<file path="config.mk">
export PLATFORM = sky130hd
export DESIGN_NAME = cdh_bus_handover
export DESIGN_NICKNAME = d
export VERILOG_FILES = /design/src/hw/cdh_pkg.sv /design/src/hw/cdh_win_timer.sv /design/src/hw/cdh_bus_handover.sv
export SDC_FILE = /design/constraint.sdc
export NUM_CORES = 1
export LEC_CHECK = 0
export ABC_CLOCK_PERIOD_IN_PS = 2900
export BUFFER_PORTS_ARGS = -buffer_cell sky130_fd_sc_hd__clkbuf_2
export CAP_MARGIN = 5
export CORE_MARGIN = 1.5
export CORE_UTILIZATION = 51
export DETAILED_ROUTE_END_ITERATION = 12
export GPL_TIMING_DRIVEN = 0
export PLACE_DENSITY_LB_ADDON = 0.15
export SYNTH_ARGS = -nofsm -noshare
export SYNTH_HDL_FRONTEND = slang
export SYNTH_SLANG_ARGS = --single-unit
</file>
<file path="constraint.sdc">
create_clock -name clk -period 2.9 [get_ports clk]
set_input_delay 0.145 -clock clk [delete_from_list [all_inputs] [get_ports clk]]
set_output_delay 0.145 -clock clk [all_outputs]
set_load 0.02 [all_outputs]
</file>
<file path="src/hw/cdh_pkg.sv">
package cdh_pkg;

	// ------------------------------------------------------------
	// Timing
	// ------------------------------------------------------------
	localparam int CDH_CLK_MHZ        = 100;
	localparam int CDH_MAX_MEM_CYCLES = 3;
	localparam int CDH_HOLD_LAT_CLKS  = 7;
	localparam int CDH_MEM_CLKS       = 2;
	localparam int CDH_WIN_CLKS       = 2;

	localparam logic [1:0] CDH_MEM_LAST = 2'(CDH_MEM_CLKS - 1);
	localparam logic [1:0] CDH_WIN_LAST = 2'(CDH_WIN_CLKS - 1);
	localparam logic [1:0] CDH_CNT_ZERO = 2'h0;

	// ------------------------------------------------------------
	// Bus widths and idle values
	// ------------------------------------------------------------
	localparam int CDH_AW = 15;
	localparam int CDH_DW = 16;
	localparam logic [CDH_AW-1:0] CDH_ADDR_IDLE = 15'h7FFF;
	localparam logic [CDH_DW-1:0] CDH_DATA_IDLE = 16'hFFFF;

	typedef enum logic [1:0] {
		CDH_MODE_HOLD,
		CDH_MODE_CLKSTOP,
		CDH_MODE_TRANSP
	} cdh_mode_t;

	typedef enum {
		CDH_ST_ALU,
		CDH_ST_MEM,
		CDH_ST_HOLD
	} cdh_state_t;

endpackage

</file>
<file path="src/hw/cdh_win_timer.sv">
`timescale 1ns/1ps
`default_nettype none

module cdh_win_timer
	import cdh_pkg::*;
(
	input  wire logic       clk,
	input  wire logic       reset,
	input  wire logic       start,
	output var  logic       active
);

	logic [1:0] cnt_r;

	// ------------------------------------------------------------
	// Two-clock window after a memory cycle ends
	// ------------------------------------------------------------
	always_ff @(posedge clk)
	begin
		if (reset)
			cnt_r <= CDH_CNT_ZERO;
		else if (start)
			cnt_r <= CDH_WIN_LAST + 2'h1;
		else if (cnt_r != CDH_CNT_ZERO)
			cnt_r <= cnt_r - 2'h1;
	end

	assign active = (cnt_r != CDH_CNT_ZERO);

endmodule

`default_nettype wire

</file>
<file path="src/hw/cdh_bus_handover.sv">
//
// Summary of operation
// - A pending hold is taken at the start of the next non-memory cycle, raising the acknowledge.
// - Hold latency is at most one clock plus one memory cycle, three clocks without waits.
// - While acknowledged, address, data, direction, cycle-done, write and memory enable float high.
// - The controller releases hold when done and the processor then resumes bus operation.
// - Apart from the window timer, the processor keeps its state however long its clock is stopped.
// - Every end of memory enable is followed by at least one cycle with no memory access.
//
`timescale 1ns/1ps
`default_nettype none

module cdh_bus_handover
	import cdh_pkg::*;
(
	input  wire logic              clk,
	input  wire logic              reset,
	input  wire logic              cpu_clk_run,
	input  wire logic              hold_req_n,
	input  wire logic              mem_req,
	input  wire logic              mem_write,
	input  wire logic [CDH_AW-1:0] mem_addr,
	input  wire logic [CDH_DW-1:0] mem_wdata,
	input  wire logic              mem_ready,
	output logic                   mem_busy,
	output logic [CDH_AW-1:0]      addr_o,
	output logic                   addr_oe,
	output logic [CDH_DW-1:0]      data_o,
	output logic                   data_oe,
	output logic                   read_direction,
	output logic                   machine_cycle_done,
	output logic                   write_strobe_n,
	output logic                   memory_cycle_enable_n,
	output logic                   bus_grant_ack,
	output logic                   transparent_window
);

	cdh_state_t        state_r;
	logic [1:0]        mcnt_r;
	logic [CDH_AW-1:0] addr_r;
	logic [CDH_DW-1:0] data_r;
	logic              wr_r;
	logic              done_r;
	logic              mem_end;
	logic              hold_pend;

	// ------------------------------------------------------------
	// Hold request and memory cycle end
	// ------------------------------------------------------------
	// Processor clock gating models the static core: all state except the window timer in cdh_win_timer simply waits
	assign hold_pend = !hold_req_n;
	assign mem_end   = (state_r == CDH_ST_MEM) && (mcnt_r == CDH_MEM_LAST)
			   && mem_ready && cpu_clk_run;

	// ------------------------------------------------------------
	// Machine cycle sequencer
	// ------------------------------------------------------------
	always_ff @(posedge clk)
	begin
		if (reset)
			state_r <= CDH_ST_ALU;
		else if (cpu_clk_run)
		begin
			case (state_r)
				CDH_ST_ALU:
				begin
					// Hold wins only at an ALU cycle boundary
					if (hold_pend)
						state_r <= CDH_ST_HOLD;
					else if (mem_req)
						state_r <= CDH_ST_MEM;
				end
				CDH_ST_MEM:
				begin
					if (mem_end)
						state_r <= CDH_ST_ALU;
				end
				CDH_ST_HOLD:
				begin
					if (!hold_pend)
						state_r <= CDH_ST_ALU;
				end
				default:
					state_r <= CDH_ST_ALU;
			endcase
		end
	end

	always_ff @(posedge clk)
	begin
		if (reset)
			mcnt_r <= CDH_CNT_ZERO;
		else if (!cpu_clk_run)
			mcnt_r <= mcnt_r;
		else if (state_r == CDH_ST_MEM && mcnt_r != CDH_MEM_LAST)
			mcnt_r <= mcnt_r + 2'h1;
		else if (state_r != CDH_ST_MEM || mem_end)
			mcnt_r <= CDH_CNT_ZERO;
	end

	// ------------------------------------------------------------
	// Captured memory request
	// ------------------------------------------------------------
	always_ff @(posedge clk)
	begin
		if (reset)
		begin
			addr_r <= CDH_ADDR_IDLE;
			data_r <= CDH_DATA_IDLE;
			wr_r   <= 1'b0;
		end
		else if (cpu_clk_run && state_r == CDH_ST_ALU && !hold_pend
			 && mem_req)
		begin
			addr_r <= mem_addr;
			data_r <= mem_wdata;
			wr_r   <= mem_write;
		end
	end

	// ------------------------------------------------------------
	// Cycle end marker, frozen with the processor clock
	// ------------------------------------------------------------
	always_ff @(posedge clk)
	begin
		if (reset)
			done_r <= 1'b0;
		else if (cpu_clk_run)
			done_r <= mem_end;
	end

	// ------------------------------------------------------------
	// Address pins; released lines float high via pull-ups
	// ------------------------------------------------------------
	always_comb
	begin
		addr_o  = CDH_ADDR_IDLE;
		addr_oe = 1'b0;
		if (state_r == CDH_ST_MEM)
		begin
			addr_o  = addr_r;
			addr_oe = 1'b1;
		end
		if (state_r == CDH_ST_HOLD)
			addr_oe = 1'b0;
	end

	// ------------------------------------------------------------
	// Data pins; only a write cycle turns the drivers on
	// ------------------------------------------------------------
	always_comb
	begin
		data_o         = CDH_DATA_IDLE;
		data_oe        = 1'b0;
		read_direction = 1'b1;
		if (state_r == CDH_ST_MEM)
		begin
			data_o         = data_r;
			data_oe        = wr_r;
			read_direction = !wr_r;
		end
		if (state_r == CDH_ST_HOLD)
		begin
			data_oe        = 1'b0;
			read_direction = 1'b1;
		end
	end

	// ------------------------------------------------------------
	// Memory strobes
	// ------------------------------------------------------------
	always_comb
	begin
		write_strobe_n        = 1'b1;
		memory_cycle_enable_n = 1'b1;
		if (state_r == CDH_ST_MEM)
		begin
			memory_cycle_enable_n = 1'b0;
			// Strobe in the last clock so address and data settle first
			write_strobe_n        = !(wr_r && mcnt_r == CDH_MEM_LAST);
		end
		if (state_r == CDH_ST_HOLD)
		begin
			write_strobe_n        = 1'b1;
			memory_cycle_enable_n = 1'b1;
		end
	end

	// ------------------------------------------------------------
	// Cycle done pin and hold acknowledge
	// ------------------------------------------------------------
	always_comb
	begin
		machine_cycle_done = 1'b1;
		if (state_r != CDH_ST_HOLD)
			machine_cycle_done = !done_r;
	end

	assign bus_grant_ack = (state_r == CDH_ST_HOLD);
	assign mem_busy      = (state_r == CDH_ST_MEM);

	// ------------------------------------------------------------
	// Transparent window after memory enable rises
	// ------------------------------------------------------------
	cdh_win_timer u_win (
		.clk    (clk),
		.reset  (reset),
		.start  (mem_end),
		.active (transparent_window)
	);

endmodule

`default_nettype wire

</file>
==> run summary <==
==========================================================================================
Result of the run ........................................................... finished, final reports clean
Number of remaining DRC errors ..............................................            0
Highest clock frequency the design can meet .................................    0.557 GHz
P_leak ......................................................................     0.971 nW
Power share of the clock group ..............................................        26.0%
Count of flip-flops with a built-in enable after synthesis ..................            0
Global-route congestion overflow total ......................................            0
Crit-path leading delay family .............................................. buffers and inverters
Drt wl/cell .................................................................      11.5 um
Count of final setup violators ..............................................            0
Switching power total .......................................................   0.000234 W
Largest vdd supply drop .....................................................     0.299 mV
Die ar. .....................................................................   4020 sq um
Detailed-route wire length on metal 1 .......................................      1.80 mm
Fraction of power spent switching nets ......................................        25.0%
DP Wirelength ...............................................................      2.94 mm
GRT Resource Usage Total ....................................................        20.8%
WS Path Type ................................................................ flop to primary output
Max Cap Violations ..........................................................            0
Final wirelength ............................................................      3.97 mm
Number of hold buffers added after cts ......................................            0
Core Area ...................................................................   3420 sq um
Cell row count ..............................................................           21
Unrepaired setup endpoints after global routing .............................           no
Initial standard-cell utilization of the core ...............................        54.4%
Critical path, cell by cell ................................................. nand2b_1 > inv_2 > buf_2 > buf_4 > clkbuf_2
Number of unique standard cell types used by synthesis ......................           26
Total number of nets in the final design ....................................          338
DIE WIDTH ...................................................................      63.4 um
Maximum buffer depth of the clock tree ......................................            2
Clock tree from TritonCTS ...................................................        built
Synth warn ..................................................................            0
Count of nets left with antenna violations after detail routing .............            0
Number of H-tree levels .....................................................            2
Net count of the mapped netlist .............................................          255
Standard cell with the maximum stage delay on the critical path ............. sky130_fd_sc_hd__dfxtp_1
Flip-flop and latch count after synthesis ...................................           39
Fin. Hold Viols .............................................................            0
Sequential-to-total area share from yosys stat ..............................        42.0%
Total clock sinks ...........................................................           39
Min Tclk post-route .........................................................      1790 ps
Initial drt markers .........................................................           51
Total buffers and inverters traversed by the critical path ..................            4
Post-synthesis instance area ................................................   1860 sq um
Top-Level Pins ..............................................................           78
Combinational fraction of design power ......................................        14.0%
Share of flip-flops with an asynchronous set or reset after synthesis .......           0%
Power Dens Cells ............................................................  400 nW/um^2
Element type at the critical path start .....................................         flop
Element type at the critical path end ....................................... primary output
Hold crit path type ......................................................... input pin to flop
CTS resizes .................................................................            0
Uppermost layer routed ......................................................         met4
Buffers on Ports ............................................................           76
Number of standard cells after synthesis ....................................          216
Post-route clock period utilization .........................................        61.9%
Average footprint of a synthesized cell .....................................   8.61 sq um
Headroom to the max-slew limit ..............................................        68.5%
Sum of met2 wire segment lengths after detailed routing .....................      1.92 mm
Layout cell share with drive strength beyond 1 ..............................        31.2%
Setup Buffers After CTS .....................................................            0
Critical path arrival .......................................................      1650 ps
Root Buffer Master .......................................................... sky130_fd_sc_hd__clkbuf_4
CTS buffer count ............................................................            5
Worst setup skew after layout ...............................................      3.90 ps
Routability congestion estimate .............................................        0.718
Placed Cells ................................................................          338
Largest driver fanout on the critical path ..................................           11
Number of diodes added for antenna fixing ...................................            0
Met3 wire len ...............................................................       233 um
Clock edge transition at the registers on the reported setup and hold paths .       100 ps
Post-DR vias/cell ...........................................................         4.74
Smallest hold slack .........................................................      51.8 ps
Seq pwr share ...............................................................        60.0%
Synthesis-to-layout area growth .............................................        25.8%
Final-report max-slew violation count .......................................            0
Global-route wire length before repair ......................................      6.63 mm
Insertion delay to the later sink of the worst-skew pair ....................       330 ps
Maximum cell stage delay along the critical path ............................       360 ps
Maximum number of pins on one net before global-route repair ................           12
Worst Tran Pin Value ........................................................       473 ps
Final total negative setup slack ............................................         0 ps
Total via count after detailed routing ......................................         1631
Die Height ..................................................................      63.4 um
Cell internal power dissipation .............................................   0.000701 W
Non-filler cells in the finished layout .....................................          344
Pre-antenna DRT Iters .......................................................            4
Total power .................................................................   0.000935 W
Number of global-route vias before repair ...................................         1538
Most instantiated flip-flop cell in the synthesis netlist ................... sky130_fd_sc_hd__dfxtp_1
Antenna violations before repair ............................................            0
Req. time, crit path ........................................................      2760 ps
==========================================================================================
-- power by group through the flow --
stage,clock [W],sequential [W],combinational [W]
floorplan,0,0.000571,0.0000852
global placement,0,0.000573,0.000130
detailed placement,0,0.000573,0.000132
CTS,0.000247,0.000561,0.000133
global route,0.000273,0.000564,0.000146
finish,0.000243,0.000561,0.000131
-- cell usage in the layout (no fill, tap or decap), drive strengths merged, types with 3 or more instances in the layout --
cell type / instances
inv: 5
nand2b: 35
mux2i: 32
buf: 9
nor2: 66
clkbuf: 89
dfxtp: 39
nand4: 3
nand2: 3
a21oi: 5
-- routing by layer --
metal | global-route usage [%] | vias to the layer above
met5 | 0 | -
met4 | 6.52 | 0
met3 | 5.00 | 4
met2 | 36.6 | 53
met1 | 24.9 | 719
li1 | - | 855
-- synth_stat cells (3+ instances only) --
cell type,n,area share (%)
sky130_fd_sc_hd__mux2i_1,32,17
sky130_fd_sc_hd__nand2b_1,35,12
sky130_fd_sc_hd__buf_2,4,1.1
sky130_fd_sc_hd__inv_1,4,0.81
sky130_fd_sc_hd__nor2_1,66,13
sky130_fd_sc_hd__nand2_1,3,0.61
sky130_fd_sc_hd__clkbuf_1,7,1.4
sky130_fd_sc_hd__dfxtp_1,39,42
sky130_fd_sc_hd__nand4_1,3,1.0
sky130_fd_sc_hd__buf_12,3,3.2
sky130_fd_sc_hd__a21oi_1,5,1.3
-- through the flow --
| stage | util (%) | setup slack (ps) | cell area [sq um] |
|---|---|---|---|
| 5_1_grt | 68.5 | 997 | 2340 |
| 6_report | 68.5 | 1110 | 2340 |
| 4_1_cts | 68.5 | 1100 | 2340 |
| 3_5_place_dp | 67.3 | 1480 | 2300 |
| 2_1_floorplan | - | 1550 | 1860 |
| 3_3_place_gp | 67.3 | 1500 | 2300 |
-- worst min-delay path, delay by kind of cell --
family | cells | cell delay (ps)
simple gates | 1 | 60
mux | 1 | 60
buf+inv | 1 | 80
-- path summary, 6_finish.rpt --
check / from / endpoint / slack, ps / cells after the start
worst max-delay path: state_r[1] / mem_busy / 1110 / 5
worst min-delay path: mem_write / wr_r / 50 / 3
worst min register to register: done_r / done_r / 470 / 2
worst max register to register: mcnt_r[0] / mcnt_r[0] / 1560 / 4
-- kinds of logic after synthesis --
| kind of cell | Yosys count | synth area share (%) |
|---|---|---|
| DFF | 39 | 42.0 |
| and+or+nand+nor | 113 | 29.1 |
| adders and majority gates | 1 | 0.673 |
| AOI/OAI and AO/OA | 10 | 3.23 |
| muxes | 32 | 17.2 |
| buffers and inverters | 21 | 7.74 |
-- area by class of cell --
type	instances	area [sq um]
tap	46	57.6
buffer	16	125
clock buffer	6	41.3
timing repair buffer	76	380
fill	297	1080
multi-input combinational	156	935
inverter	5	18.8
sequential	39	781
-- flip-flops by register name (all words and copies together), names as in the netlist --
| name | cells |
|---|---|
| done_r | 1 |
| data_r | 16 |
| wr_r | 1 |
| mcnt_r | 2 |
| addr_r | 15 |
| u_win.cnt_r | 2 |
| state_r | 2 |
Power figures use the tool's default switching activity.
